==> config.mk <==
export PLATFORM = sky130hd
export DESIGN_NAME = edoc_ctrl
export DESIGN_NICKNAME = d
export VERILOG_FILES = /design/src/core/edoc_pkg.sv /design/src/core/edoc_ctrl.sv /design/src/core/edoc_timer.sv
export SDC_FILE = /design/constraint.sdc
export NUM_CORES = 1
export LEC_CHECK = 0
export ABC_AREA = 1
export ABC_CLOCK_PERIOD_IN_PS = 4000
export BUFFER_PORTS_ARGS = -buffer_cell sky130_fd_sc_hd__buf_2
export CELL_PAD_IN_SITES_DETAIL_PLACEMENT = 1
export CELL_PAD_IN_SITES_GLOBAL_PLACEMENT = 1
export CORE_MARGIN = 4
export CORE_UTILIZATION = 43
export DETAILED_ROUTE_END_ITERATION = 10
export PLACE_DENSITY_LB_ADDON = 0.1
export SKIP_CTS_REPAIR_TIMING = 1
export SLEW_MARGIN = 20
export SYNTH_ARGS = -nofsm -noshare
export SYNTH_HDL_FRONTEND = slang
export SYNTH_HIERARCHICAL = 1
export SYNTH_SLANG_ARGS = --single-unit
==> constraint.sdc <==
create_clock -name clock -period 4 [get_ports clock]
set_input_delay 0.4 -clock clock [delete_from_list [all_inputs] [get_ports clock]]
set_output_delay 0.4 -clock clock [all_outputs]
set_load 0.01 [all_outputs]
==> src/core/edoc_pkg.sv <==
package edoc_pkg;
  localparam int unsigned CLK_MHZ        = 100;
  localparam int unsigned PWRUP_US       = 200;
  localparam int unsigned PWRUP_CYC      = PWRUP_US * CLK_MHZ;
  localparam int unsigned WAKE_REFRESHES = 8;
  localparam int unsigned REF_MS         = 64;
  localparam int unsigned REF_ROWS       = 4096;
  localparam int unsigned REF_INT_CYC    = (REF_MS * 1000 * CLK_MHZ) / REF_ROWS;
  // Times in ns; counts rounded up for minimums
  localparam int unsigned T_RP_NS        = 40;
  localparam int unsigned T_RAS_NS       = 60;
  localparam int unsigned T_RCD_NS       = 14;
  localparam int unsigned T_CAS_NS       = 15;
  localparam int unsigned T_CP_NS        = 10;
  localparam int unsigned T_CSR_NS       = 5;
  localparam int unsigned T_OFF_NS       = 15;
  localparam int unsigned T_PC_NS        = 25;
  localparam int unsigned NS_PER_CYC     = 1000 / CLK_MHZ;
  localparam int unsigned RP_CYC   = (T_RP_NS + NS_PER_CYC - 1) / NS_PER_CYC;
  localparam int unsigned RAS_CYC  = (T_RAS_NS + NS_PER_CYC - 1) / NS_PER_CYC;
  localparam int unsigned RCD_CYC  = (T_RCD_NS + NS_PER_CYC - 1) / NS_PER_CYC;
  localparam int unsigned CAS_CYC  = (T_CAS_NS + NS_PER_CYC - 1) / NS_PER_CYC + 1;
  localparam int unsigned CP_CYC   = (T_CP_NS + NS_PER_CYC - 1) / NS_PER_CYC;
  localparam int unsigned CSR_CYC  = (T_CSR_NS + NS_PER_CYC - 1) / NS_PER_CYC;
  localparam int unsigned OFF_CYC  = (T_OFF_NS + NS_PER_CYC - 1) / NS_PER_CYC;
  localparam int unsigned PC_CYC   = (T_PC_NS + NS_PER_CYC - 1) / NS_PER_CYC;
  localparam int unsigned ROW_W    = 12;
  localparam int unsigned COL_W    = 10;
  localparam int unsigned DATA_W   = 16;
  localparam int unsigned TIMER_W  = 16;

  typedef struct packed {
    logic                 write;
    logic [1:0]           byte_en;
    logic [ROW_W-1:0]     row;
    logic [COL_W-1:0]     col;
    logic [DATA_W-1:0]    wdata;
  } edoc_req_t;

  typedef struct packed {
    logic                 row_strobe_n;
    logic                 low_byte_col_strobe_n;
    logic                 high_byte_col_strobe_n;
    logic                 write_en_n;
    logic                 out_en_n;
    logic [ROW_W-1:0]     addr;
  } edoc_pins_t;

  typedef enum logic [3:0] {
    EDOC_POWERUP  = 4'h0,
    EDOC_IDLE     = 4'h1,
    EDOC_ROW      = 4'h3,
    EDOC_COL      = 4'h2,
    EDOC_CAS      = 4'h6,
    EDOC_CAS_UP   = 4'h7,
    EDOC_PRECH    = 4'h5,
    EDOC_CNTREF_CS  = 4'h4,
    EDOC_CNTREF_ROW = 4'hc
  } edoc_state_t;
endpackage : edoc_pkg

==> src/core/edoc_ctrl.sv <==
`timescale 1ns/10ps
module edoc_ctrl #(
  parameter int unsigned PWRUP_CYC   = edoc_pkg::PWRUP_CYC,
  parameter int unsigned REF_INT_CYC = edoc_pkg::REF_INT_CYC
) (
  input  wire logic                        clock,
  input  wire logic                        rst,
  input  wire logic                        req_valid,
  output logic                             req_ready,
  input  wire edoc_pkg::edoc_req_t         req,
  output logic                             rsp_valid,
  output logic [edoc_pkg::DATA_W-1:0]      rsp_rdata,
  output logic                             init_done,
  output edoc_pkg::edoc_pins_t             pins,
  input  wire logic [edoc_pkg::DATA_W-1:0] dq_in,
  output logic [edoc_pkg::DATA_W-1:0]      dq_out,
  output logic [edoc_pkg::DATA_W-1:0]      dq_oe
);
  edoc_pkg::edoc_state_t state_q;
  edoc_pkg::edoc_req_t   cur_q;
  edoc_pkg::edoc_pins_t  pins_q;
  logic [31:0]           pwr_cnt_q;
  logic [31:0]           ref_cnt_q;
  logic [3:0]            wake_left_q;
  logic                  ref_due_q;
  logic                  ref_lapsed_q;
  logic                  t_load;
  logic [15:0]           t_val;
  logic                  t_done;
  logic                  dq_drive_q;
  logic                  rsp_valid_q;
  logic [15:0]           rdata_q;

  function automatic logic [15:0] cyc(input int unsigned n);
    cyc = 16'(n - 1);
  endfunction : cyc

  edoc_timer #(.W(edoc_pkg::TIMER_W)) u_timer (
    .clock (clock),
    .rst   (rst),
    .load  (t_load),
    .value (t_val),
    .done  (t_done)
  );

  // Power-up pause counter
  always_ff @(posedge clock) begin
    if (rst) begin
      pwr_cnt_q <= '0;
    end else if (pwr_cnt_q < PWRUP_CYC) begin
      pwr_cnt_q <= pwr_cnt_q + 32'h1;
    end
  end

  // Refresh interval; a slot that ends with its refresh still due means the period lapsed
  always_ff @(posedge clock) begin
    if (rst) begin
      ref_cnt_q    <= '0;
      ref_due_q    <= 1'b0;
      ref_lapsed_q <= 1'b0;
    end else begin
      if (ref_cnt_q >= REF_INT_CYC - 1) begin
        ref_cnt_q <= '0;
        ref_due_q <= 1'b1;
        // Set wins over the clear below
        if (ref_due_q && state_q != edoc_pkg::EDOC_CNTREF_ROW) begin
          ref_lapsed_q <= 1'b1;
        end
      end else begin
        ref_cnt_q <= ref_cnt_q + 32'h1;
        if (state_q == edoc_pkg::EDOC_CNTREF_ROW && t_done) begin
          ref_due_q <= 1'b0;
        end
        if (state_q == edoc_pkg::EDOC_POWERUP) begin
          ref_lapsed_q <= 1'b0;
        end
      end
    end
  end

  // Wake-up refreshes take priority, so ready stays low until all of them are done
  assign req_ready = (state_q == edoc_pkg::EDOC_IDLE) && !ref_due_q && !ref_lapsed_q && t_done &&
                     (wake_left_q == 4'h0);

  always_ff @(posedge clock) begin
    if (rst) begin
      state_q     <= edoc_pkg::EDOC_POWERUP;
      cur_q       <= '0;
      pins_q      <= '{row_strobe_n: 1'b1, low_byte_col_strobe_n: 1'b1, high_byte_col_strobe_n: 1'b1,
                       write_en_n: 1'b1, out_en_n: 1'b1, addr: '0};
      wake_left_q <= 4'h0;
      init_done   <= 1'b0;
      dq_drive_q  <= 1'b0;
      rsp_valid_q <= 1'b0;
      rdata_q     <= 16'h0000;
    end else begin
      rsp_valid_q <= 1'b0;
      case (state_q)
        edoc_pkg::EDOC_POWERUP: begin
          init_done <= 1'b0;
          if (pwr_cnt_q >= PWRUP_CYC && t_done) begin
            wake_left_q <= 4'(edoc_pkg::WAKE_REFRESHES);
            state_q     <= edoc_pkg::EDOC_IDLE;
          end
        end
        edoc_pkg::EDOC_IDLE: begin
          if (ref_lapsed_q) begin
            state_q <= edoc_pkg::EDOC_POWERUP;
          end else if (t_done && (wake_left_q != 4'h0 || ref_due_q)) begin
            // Column strobes first: counter refresh, address ignored
            pins_q.low_byte_col_strobe_n  <= 1'b0;
            pins_q.high_byte_col_strobe_n <= 1'b0;
            pins_q.write_en_n             <= 1'b1;
            state_q <= edoc_pkg::EDOC_CNTREF_CS;
          end else if (req_valid && req_ready) begin
            cur_q             <= req;
            pins_q.addr       <= req.row;
            pins_q.row_strobe_n <= 1'b0;
            state_q           <= edoc_pkg::EDOC_ROW;
          end
        end
        edoc_pkg::EDOC_CNTREF_CS: begin
          if (t_done) begin
            pins_q.row_strobe_n <= 1'b0;
            state_q <= edoc_pkg::EDOC_CNTREF_ROW;
          end
        end
        edoc_pkg::EDOC_CNTREF_ROW: begin
          if (t_done) begin
            pins_q.row_strobe_n           <= 1'b1;
            pins_q.low_byte_col_strobe_n  <= 1'b1;
            pins_q.high_byte_col_strobe_n <= 1'b1;
            if (wake_left_q != 4'h0) begin
              wake_left_q <= wake_left_q - 4'h1;
              if (wake_left_q == 4'h1) begin
                init_done <= 1'b1;
              end
            end
            state_q <= edoc_pkg::EDOC_PRECH;
          end
        end
        edoc_pkg::EDOC_ROW: begin
          if (t_done) begin
            pins_q.addr <= 12'(cur_q.col);
            // Early write: enable falls before the column strobe; output enable stays high
            pins_q.write_en_n <= !cur_q.write;
            pins_q.out_en_n   <= cur_q.write;
            dq_drive_q        <= cur_q.write;
            state_q <= edoc_pkg::EDOC_COL;
          end
        end
        edoc_pkg::EDOC_COL: begin
          pins_q.low_byte_col_strobe_n  <= !cur_q.byte_en[0];
          pins_q.high_byte_col_strobe_n <= !cur_q.byte_en[1];
          state_q <= edoc_pkg::EDOC_CAS;
        end
        edoc_pkg::EDOC_CAS: begin
          if (t_done) begin
            if (!cur_q.write) begin
              // Column access governs once the column strobe is late
              rdata_q <= {cur_q.byte_en[1] ? dq_in[15:8] : 8'h00,
                          cur_q.byte_en[0] ? dq_in[7:0] : 8'h00};
              rsp_valid_q <= 1'b1;
            end else begin
              rsp_valid_q <= 1'b1;
            end
            // Raise output enable first so pins open before the strobes rise
            pins_q.out_en_n <= 1'b1;
            state_q <= edoc_pkg::EDOC_CAS_UP;
          end
        end
        edoc_pkg::EDOC_CAS_UP: begin
          pins_q.low_byte_col_strobe_n  <= 1'b1;
          pins_q.high_byte_col_strobe_n <= 1'b1;
          pins_q.row_strobe_n           <= 1'b1;
          pins_q.write_en_n             <= 1'b1;
          dq_drive_q                    <= 1'b0;
          state_q <= edoc_pkg::EDOC_PRECH;
        end
        edoc_pkg::EDOC_PRECH: begin
          // Precharge covers the turn-off delay from the later strobe edge
          if (t_done) begin
            state_q <= edoc_pkg::EDOC_IDLE;
          end
        end
        default: state_q <= edoc_pkg::EDOC_POWERUP;
      endcase
    end
  end

  // Timer loads on entry into each timed phase
  always_comb begin
    t_load = 1'b0;
    t_val  = 16'h0000;
    case (state_q)
      edoc_pkg::EDOC_IDLE: begin
        if (!ref_lapsed_q && t_done && (wake_left_q != 4'h0 || ref_due_q)) begin
          t_load = 1'b1;
          t_val  = cyc(edoc_pkg::CSR_CYC);
        end else if (!ref_lapsed_q && req_valid && req_ready) begin
          t_load = 1'b1;
          t_val  = cyc(edoc_pkg::RCD_CYC);
        end
      end
      edoc_pkg::EDOC_CNTREF_CS: if (t_done) begin
        t_load = 1'b1;
        t_val  = cyc(edoc_pkg::RAS_CYC);
      end
      edoc_pkg::EDOC_COL: begin
        t_load = 1'b1;
        t_val  = cyc(edoc_pkg::CAS_CYC);
      end
      edoc_pkg::EDOC_CAS_UP: begin
        t_load = 1'b1;
        t_val  = cyc(edoc_pkg::RP_CYC + edoc_pkg::OFF_CYC);
      end
      edoc_pkg::EDOC_CNTREF_ROW: if (t_done) begin
        t_load = 1'b1;
        t_val  = cyc(edoc_pkg::RP_CYC + edoc_pkg::CP_CYC);
      end
      default: begin
        t_load = 1'b0;
        t_val  = 16'h0000;
      end
    endcase
  end

  assign pins      = pins_q;
  assign dq_out    = cur_q.wdata;
  assign dq_oe     = {{8{dq_drive_q & cur_q.byte_en[1]}}, {8{dq_drive_q & cur_q.byte_en[0]}}};
  assign rsp_valid = rsp_valid_q;
  assign rsp_rdata = rdata_q;
endmodule : edoc_ctrl

==> src/core/edoc_timer.sv <==
`timescale 1ns/10ps
module edoc_timer #(
  parameter int unsigned W = 16
) (
  input  wire logic         clock,
  input  wire logic         rst,
  input  wire logic         load,
  input  wire logic [W-1:0] value,
  output logic              done
);
  logic [W-1:0] count_q;

  always_ff @(posedge clock) begin
    if (rst) begin
      count_q <= '0;
    end else if (load) begin
      count_q <= value;
    end else if (count_q != '0) begin
      count_q <= count_q - 1'b1;
    end
  end

  // Done ignores load: the controller loads on done, so a load term would close a loop
  assign done = (count_q == '0);
endmodule : edoc_timer

== Word level (Yosys, flattened, before mapping) ==
Index checks and enable logic that the tools add are counted.
Widths: inputs -> output; s select.

* Bits of input ports: 60
* Register bits after elaboration: 155

* Bitwise gates (word level): 6
* Eq/ne operators: 24
* Magnitude comparators: 3
* Add/subtract/negate cells: 4
* Reductions and logical operators: 50
* Mux-type cells: 54

{| class="wikitable"
|+ Operator list
! operator !! number
|-
| $pmux 16 s5 || 1
|-
| $add 32x1->32 const B || 2
|-
| $mux 4 || 13
|-
| $mux 12 || 3
|-
| $pmux 4 s9 || 1
|-
| $ge 32x11->1 const B || 1
|-
| $ge 32x15->1 const B || 1
|-
| $lt 32x15->1 const B || 1
|-
| $mux 16 || 2
|-
| $pmux 12 s2 || 1
|-
| $reduce_and 4->1 || 5
|-
| $mux 1 || 18
|-
| $eq 4x3->1 const B || 4
|-
| $logic_not 16->1 || 1
|-
| $mux 8 || 2
|-
| $reduce_bool 16->1 || 1
|-
| $sub 16x1->16 const B || 1
|-
| $mux 14 || 1
|-
| $ne 2x2->1 const B || 7
|-
| $reduce_bool 2->1 || 7
|-
| $logic_and 1x1->1 || 13
|-
| $mux 3 || 4
|-
| $ne 2x1->1 const B || 6
|-
| $reduce_bool 4->1 || 3
|-
| 23 further kinds || 42
|}

== Logic depth before layout (Yosys ltp) ==
Gate-level depths: netlist of run 1.

* Depth in word-level cells: 10
* Depth in mapped cells: 20
* Depth with buffers taken out: 17

== Hierarchy ==
The synthesis of run 1 kept the hierarchy.

{| class="wikitable"
|+ By module, submodules not included
! module !! seq. area each (µm²) !! cells each !! area an instance (µm²) !! instances
|-
| edoc_ctrl || 2782.7 || 764 || 5793.1 || 1
|-
| edoc_timer || 320.3 || 179 || 1114.8 || 1
|}

== Worst setup path after synthesis of run 1 ==
Ideal clock, no wire load.

* Path type: reg-to-reg
* Start: register u_timer.count_q[0]
* End: register u_timer.count_q[2]
* Stages on the path, launching flop included: 19
* Path buffers: 3
* Data required time: 3.872 ns
* Slack: 1.333 ns
* Setup time: 0.128 ns
* Arrival time: 2.539 ns
* Cell sequence: dfxtp_1 > inv_1 > ha_1 > nand2_4 > nor2_8 > nand4_4 > inv_2 > buf_4 > inv_2 > nor2_4 > nand3_2 > nor2_4 > nand2_4 > clkbuf_1 > nand3_1 > clkbuf_1 > nor2_1 > a22oi_1 > nor2_1

* Longest elaborated chain between the ends: 8

{| class="wikitable"
|+ Ends and longest elaborated chain
! what !! line !! source
|-
| start: declaration || edoc_timer.sv:11 || <nowiki>logic [W-1:0] count_q;</nowiki>
|-
| start signal: assignment || edoc_timer.sv:17 || <nowiki>count_q <= value;</nowiki>
|-
| start signal: assignment || edoc_timer.sv:19 || <nowiki>count_q <= count_q - 1'b1;</nowiki>
|-
| $logic_not 16->1 (*) || edoc_timer.sv:24 || <nowiki>assign done = (count_q == '0);</nowiki>
|-
| via t_done || edoc_ctrl.sv:29 || <nowiki>logic t_done;</nowiki>
|-
| $logic_and 1x1->1 (*) (2 in a row) || edoc_ctrl.sv:82 || <nowiki>assign req_ready = (state_q == edoc_pkg::EDOC_IDLE) && !ref_due_q && !ref_lapsed_q && t_done &&</nowiki>
|-
| via req_ready || edoc_ctrl.sv:9 || <nowiki>output logic req_ready,</nowiki>
|-
| $logic_and 1x1->1 (*) || edoc_ctrl.sv:200 || <nowiki>end else if (!ref_lapsed_q && req_valid && req_ready) begin</nowiki>
|-
| $mux 1 (*) || edoc_ctrl.sv:200 ||
|-
| $mux 1 (*) || edoc_ctrl.sv:197 || <nowiki>if (!ref_lapsed_q && t_done && (wake_left_q != 4'h0 || ref_due_q)) begin</nowiki>
|-
| $pmux 1 s3 (*) || edoc_ctrl.sv:195 || <nowiki>case (state_q)</nowiki>
|-
| via t_load || edoc_ctrl.sv:27 || <nowiki>logic t_load;</nowiki>
|-
| $mux 16 or $reduce_bool 2->1 (tied branches) || -- ||
|}

The timed path passes the listed nets; every way through them passes the cells marked *. The select of a mux whose other input is x is not followed.
A chain may end at the register's enable or synchronous reset.

== Final worst setup path of run 1 ==
* Start: register u_timer.count_q[0]
* End: register state_q[1]

* Longest elaborated chain between the ends: 6

{| class="wikitable"
|+ Ends and longest elaborated chain
! what !! line !! source
|-
| $logic_not 16->1 (*) || edoc_timer.sv:24 ||
|-
| via t_done || edoc_ctrl.sv:29 ||
|-
| $logic_and 1x1->1 (2 in a row) || edoc_ctrl.sv:82 ||
|-
| $logic_and 1x1->1 || edoc_ctrl.sv:115 || <nowiki>end else if (req_valid && req_ready) begin</nowiki>
|-
| $ne 4x2->1 (no line) || -- ||
|-
| $reduce_and 7->1 (no line) || -- ||
|-
| end signal: assignment || edoc_ctrl.sv:87 || <nowiki>state_q <= edoc_pkg::EDOC_POWERUP;</nowiki>
|-
| end signal: assignment || edoc_ctrl.sv:114 || <nowiki>state_q <= edoc_pkg::EDOC_CNTREF_CS;</nowiki>
|-
| end signal: assignment || edoc_ctrl.sv:119 || <nowiki>state_q <= edoc_pkg::EDOC_ROW;</nowiki>
|-
| end: declaration || edoc_ctrl.sv:19 || <nowiki>edoc_pkg::edoc_state_t state_q;</nowiki>
|}

The timed path passes the listed nets; every way through them passes the cells marked *.

==> run metrics, run 1 <==
status completed; mapped cell area 0.00691 mm²; vias per std cell 4.75; Total Power 0.00462 W; Mean Syn Cell Area 7.33 µm²; clock skew 0.00923 ns; Detailed Route Iter0 Violations 305; total iterations of the first detailed-routing run 4; Tmin final 3.03 ns; area leader, netlist dfxtp_1; commonest non-fill, non-tap cells in the layout nor2_1 (178), nand2_1 (171), dfxtp_1 (155); final hold slack 0.206 ns; Layout area overhead 18.0%; effective utilization at floorplan 0.436; maximum clock path buffer count 2; max-capacitance violation count 0; CTS root buffer clkbuf_16; Worst Setup Start Kind flip-flop; Comb power frac 0.269; leakage 3.77 nW; worst-path fanout max 44; Psw 0.00158 W; delay-heaviest family, CP simple AND/OR/NAND/NOR gates; worst slew pin tran 1.01 ns; Yosys reg bits 155; vias in the first global route 6159; DR WL/cell 13.6 µm; initial antenna violation count 1; GR Overflow Total 0; largest incremental delay on the critical path 0.39 ns; WL final 17.6 mm; commonest non-fill, non-tap cell in the layout nor2_1; GRT Total Usage 0.197; H-tree depth 4; Vias 6127; I/O pins 128; antenna viol nets, final 0; synth top area cells dfxtp_1 (45%), nor2_1 (9.7%), nand2_1 (9.3%), inv_1 (4.7%), a21oi_1 (3.9%); max_slew headroom 0.323; largest net degree at the start of global routing 68; Die Width 135 µm; core footprint 0.0158 mm²; CTS sink count 155; Internal 0.00304 W; Sequential Power Share 0.384; register area share after synthesis 0.449; VDD IR-drop max 0.337 mV; placed cell areas 0.00757 mm²; IO Port Bufs 127; CP Buf/Inv Count 4; Clk Latency, worst-skew pair 0.42 ns; EDFF count, synth 0; DRC errors left 0; Yosys top cell area share 0.449; gp weighted congestion 0.821; crit share post-route 0.759; number of fillers in the final layout 2088; unrepaired setup endpoints after global routing no; Async SR Flop Fraction 0; Switching Fraction 0.342; Worst Path Arrival 3.30 ns; CTS clk-pin slew, worst paths 0.06 ns; predominant post-synthesis flop cell dfxtp_1; # rows 46; Max Freq 0.330 GHz; slowest CP cell inv_2; Place WS 0.952 ns; TritonCTS buffer count 17; Synth Warn # 6; crit-path cells inv_1 > ha_1 > nand2_4 > nor2_8 > nand4_4 > inv_2 > inv_2 > nor2_4 > nand3_2 > nor2_4 > nand2_4 > inv_2 > nor2_1 > nor2_2 > nand2_1 > nand2_1 > a21oi_1; count of cell types in the netlist 43; setup TNS 0 ns; final setup margin 0.965 ns; Fin. Hold Viols 0; Tightest Hold Check Type in2reg; share of cells above drive strength 1 0.187; Gate Count Post-Synth 943; die area 0.0182 mm²; cell mode on critical path inv_2; Slew Viols, Final 0; critical path class reg2reg; crit end category flip-flop; Crit path required time 4.26 ns; Post-DP HPWL 12.6 mm; Setup violations, final 0; PD cells 567 mW/mm²; clock power share 0.346; first-pass GRT wire length 29.4 mm; Layout Cell Area excl Fill 0.00815 mm²; number of nets in the layout 1130; Die Span Y 135 µm; TritonCTS clock tree yes
-- registers in the layout (all words and copies together), names as in the netlist --
| register | cells |
|---|---|
| cur_q | 13 |
| dq_drive_q | 1 |
| dq_out | 16 |
| init_done | 1 |
| pins | 17 |
| pwr_cnt_q | 32 |
| ref_cnt_q | 32 |
| ref_due_q | 1 |
| ref_lapsed_q | 1 |
| rsp_rdata | 16 |
| rsp_valid | 1 |
| state_q | 4 |
| u_timer/count_q | 16 |
| wake_left_q | 4 |
-- worst min-delay path, delay by kind of cell --
| kind | cells | cell delay [ns] |
|---|---|---|
| buffers and inverters | 1 | 0.08 |
| AND/OR/NAND/NOR | 2 | 0.11 |
-- metal layers --
metal,GRT usage,routed length (µm),vias up
li1,-,-,3154
met1,0.240,7880,2863
met2,0.350,8830,87
met3,0.0391,587,23
met4,0.0628,315,0
met5,0,0,-
-- worst paths after layout --
check / cells past startpoint / slack, ns / endpoint / from
worst max-delay path: 17 / 0.97 / state_q[1] / u_timer/count_q[0]
worst min-delay path: 3 / 0.21 / dq_out[8] / req[8]
worst max register to register: 17 / 0.97 / state_q[1] / u_timer/count_q[0]
worst min register to register: 2 / 0.42 / pwr_cnt_q[22] / pwr_cnt_q[22]
-- power groups by stage --
| stage | logic [W] | clock network (W) | registers [W] |
|---|---|---|---|
| 2_1_floorplan | 0.000971 | 0 | 0.00179 |
| 3_3_place_gp | 0.00121 | 0 | 0.00181 |
| 3_5_place_dp | 0.00124 | 0 | 0.00181 |
| 4_1_cts | 0.00126 | 0.00165 | 0.00178 |
| 5_1_grt | 0.00141 | 0.00171 | 0.00179 |
| 6_report | 0.00125 | 0.00160 | 0.00178 |
-- synth_stat cells, drive strengths merged, types with 2 or more instances --
cell type	instances
clkbuf	23
a21oi	57
nand4	11
nand3	49
nand2	175
inv	98
or2	2
nor3	13
nor2	191
a31oi	3
xor2	7
buf	42
dfxtp	155
clkinv	3
nand3b	17
ha	9
xnor2	5
o211ai	2
o21ai	72
-- kinds of logic (layout without fill, tap and decap cells) --
kind of cell / after synthesis / in the layout / share of synthesized area
compound gates: 139 / 139 / 0.107
xor+xnor: 12 / 12 / 0.0163
fa+ha+maj: 9 / 9 / 0.0163
buf+inv: 166 / 264 / 0.113
flops: 155 / 155 / 0.449
other cells: 1 / 35 / 0.000543
simple gates: 461 / 461 / 0.298
-- metrics by stage --
stage / instances / utilization
3_5_place_dp: 1258 / 0.478
3_3_place_gp: 1258 / 0.478
5_1_grt: 1291 / 0.515
2_1_floorplan: 976 / -
6_report: 1291 / 0.515
4_1_cts: 1290 / 0.515
-- area by class of cell --
type	count	area, µm²	area share
antenna	1	2.50	0.000307
clock buffer	20	447	0.0548
clock inverter	12	139	0.0170
inverter	101	379	0.0465
timing repair buffer	131	666	0.0816
sequential	155	3100	0.381
multi-input combinational	655	3150	0.386
tap	216	270	0.0331
Note: power is estimated with default switching activity, not from simulation.
==> run 2, diff against run 1 <==
- ABC_CLOCK_PERIOD_IN_PS: 4000 -> 3050
- CORE_UTILIZATION: 43 -> 40
- clock period: 4 -> 3.05 ns (I/O delays scaled with it)
==> run metrics, run 2 (synthesis gave the netlist of run 1 again) <==
initial antenna violation count 0 (was 1); Worst Path Arrival 3.03 ns (was 3.30 ns); crit-path cells inv_1 > ha_1 > nand2_4 > nor2_8 > nand4_4 > inv_4 > inv_2 > nor2_4 > nand3_2 > nor2_4 > nand2_8 > nand3_1 > inv_1 > buf_4 > nand2_4 > nor2_1 > nor2_1 > nor2_1 (was inv_1 > ha_1 > nand2_4 > nor2_8 > nand4_4 > inv_2 > inv_2 > nor2_4 > nand3_2 > nor2_4 > nand2_4 > inv_2 > nor2_1 > nor2_2 > nand2_1 > nand2_1 > a21oi_1); worst-path fanout max 21 (was 44); first-pass GRT wire length 29.9 mm (was 29.4 mm); delay-heaviest family, CP simple AND/OR/NAND/NOR gates (unchanged); final setup margin 0.320 ns (was 0.965 ns); Max Freq 0.366 GHz (was 0.330 GHz); crit end category flip-flop (unchanged); Clk Latency, worst-skew pair 0.43 ns (was 0.42 ns); vias in the first global route 6159 (unchanged); gp weighted congestion 0.797 (was 0.821); max-capacitance violation count 0 (unchanged); # rows 47 (was 46); CP Buf/Inv Count 5 (was 4); post-layout util 0.490 (was 0.515); Detailed Route Iter0 Violations 186 (was 305); Crit path required time 3.35 ns (was 4.26 ns); CTS clk-pin slew, worst paths 0.06 ns (about the same); TritonCTS buffer count 17 (unchanged); antenna viol nets, final 0 (unchanged); unrepaired setup endpoints after global routing no (unchanged); IO Port Bufs 127 (unchanged); placed cell areas 0.00762 mm² (was 0.00757 mm²); critical path class reg2reg (unchanged); core footprint 0.0168 mm² (was 0.0158 mm²); PD cells 735 mW/mm² (was 567 mW/mm²); crit share post-route 0.895 (was 0.759); Post-DP HPWL 12.6 mm (about the same); CTS root buffer clkbuf_16 (unchanged); setup TNS 0 ns (unchanged); GR Overflow Total 0 (unchanged); TritonCTS clock tree yes (unchanged); Worst Setup Start Kind flip-flop (unchanged); final non-filler cell total 1299 (was 1291); GRT Total Usage 0.184 (was 0.197); Setup violations, final 0 (unchanged); cell mode on critical path nor2_1 (was inv_2); r2r startpoint u_timer/count_q[0] (unchanged); Diodes inserted 0 (was 1); status completed (unchanged); Layout Cell Area excl Fill 0.00821 mm² (was 0.00815 mm²); Worst Hold Path Cells 3 (unchanged); maximum clock path buffer count 2 (unchanged); Worst Hold Endpoint dq_out[12] (was dq_out[8]); total iterations of the first detailed-routing run 4 (unchanged); H-tree depth 4 (unchanged); reg2reg end u_timer/count_q[5] (was state_q[1]); dpl cells 1267 (was 1258); die area 0.0194 mm² (was 0.0182 mm²); commonest non-fill, non-tap cell in the layout nor2_1 (unchanged); number of nets in the layout 1135 (was 1130); vias per std cell 4.70 (was 4.75); share of cells above drive strength 1 0.193 (was 0.187); Tmin final 2.73 ns (was 3.03 ns); setup slack, reg-to-reg 0.32 ns (was 0.97 ns); largest incremental delay on the critical path 0.33 ns (was 0.39 ns); leakage 3.78 nW (was 3.77 nW); worst slew pin tran 0.554 ns (was 1.01 ns); Vias 6102 (was 6127); WL final 17.5 mm (was 17.6 mm); Slew Viols, Final 0 (unchanged); commonest non-fill, non-tap cells in the layout nor2_1 (178), nand2_1 (171), dfxtp_1 (155) (unchanged); largest net degree at the start of global routing 58 (was 68); I/O pins 128 (unchanged); slowest CP cell dfxtp_1 (was inv_2); r2r worst-path depth 18 (was 17); Fin. Hold Viols 0 (unchanged); DRC errors left 0 (unchanged); max_slew headroom 0.630 (was 0.323); Die Width 139 µm (was 135 µm); CTS sink count 155 (unchanged); HP Start req[12] (was req[8]); Die Span Y 139 µm (was 135 µm); DR WL/cell 13.4 µm (was 13.6 µm); Place WS 0.243 ns (was 0.952 ns); clock skew 0.0118 ns (was 0.00923 ns); Layout area overhead 18.9% (was 18.0%); VDD IR-drop max 0.417 mV (was 0.337 mV); effective utilization at floorplan 0.412 (was 0.436); Tightest Hold Check Type in2reg (unchanged)
[run 2: report_power, final]
part           total (W)  switching (W)  leakage, nW  internal (W)
Combinational    0.00163        0.00105         2.24      0.000574
Sequential       0.00232       0.000135         1.26       0.00218
Clock            0.00209       0.000931        0.278       0.00116
[run 2: worst min-delay path: cells and delay by family]
kind                   cells  cell delay, ns
buffers and inverters      1            0.07
AND/OR/NAND/NOR            2            0.11
[run 2: cell type report]
cell class                 count  area [µm²]
clock buffer                  17         425
clock inverter                15         153
fill                        2188        8550
inverter                     101         382
multi-input combinational    655        3160
sequential                   155        3100
tap                          220         275
timing repair buffer         136         716
[run 2: worst max path at each step]
| stage | start | endpoint | depth (start not counted) |
|---|---|---|---|
| 3_3_place_gp | u_timer/count_q[0] | u_timer/count_q[7] | 18 |
| 5_1_grt | u_timer/count_q[0] | u_timer/count_q[12] | 16 |
| 4_1_cts | u_timer/count_q[0] | u_timer/count_q[5] | 18 |
| 3_5_place_dp | u_timer/count_q[0] | u_timer/count_q[5] | 18 |
| 6_report | u_timer/count_q[0] | u_timer/count_q[5] | 18 |
| 2_1_floorplan | u_timer/count_q[0] | u_timer/count_q[2] | 18 |
[run 2: routing by layer]
| metal | up-vias | wire (µm) | global-route usage |
|---|---|---|---|
| met5 | - | 0 | 0 |
| li1 | 3171 | - | - |
| met1 | 2830 | 8080 | 0.232 |
| met2 | 80 | 8520 | 0.310 |
| met3 | 21 | 540 | 0.0419 |
| met4 | 0 | 317 | 0.0659 |
[run 2: per-stage QoR]
step / power (W) / hold WS [ns]
after floorplan: 0.00362 / 0.374
after global placement: 0.00396 / 0.411
after detailed placement: 0.00399 / 0.412
after CTS: 0.00612 / 0.0825
after global routing: 0.00649 / 0.0908
final: 0.00603 / 0.102
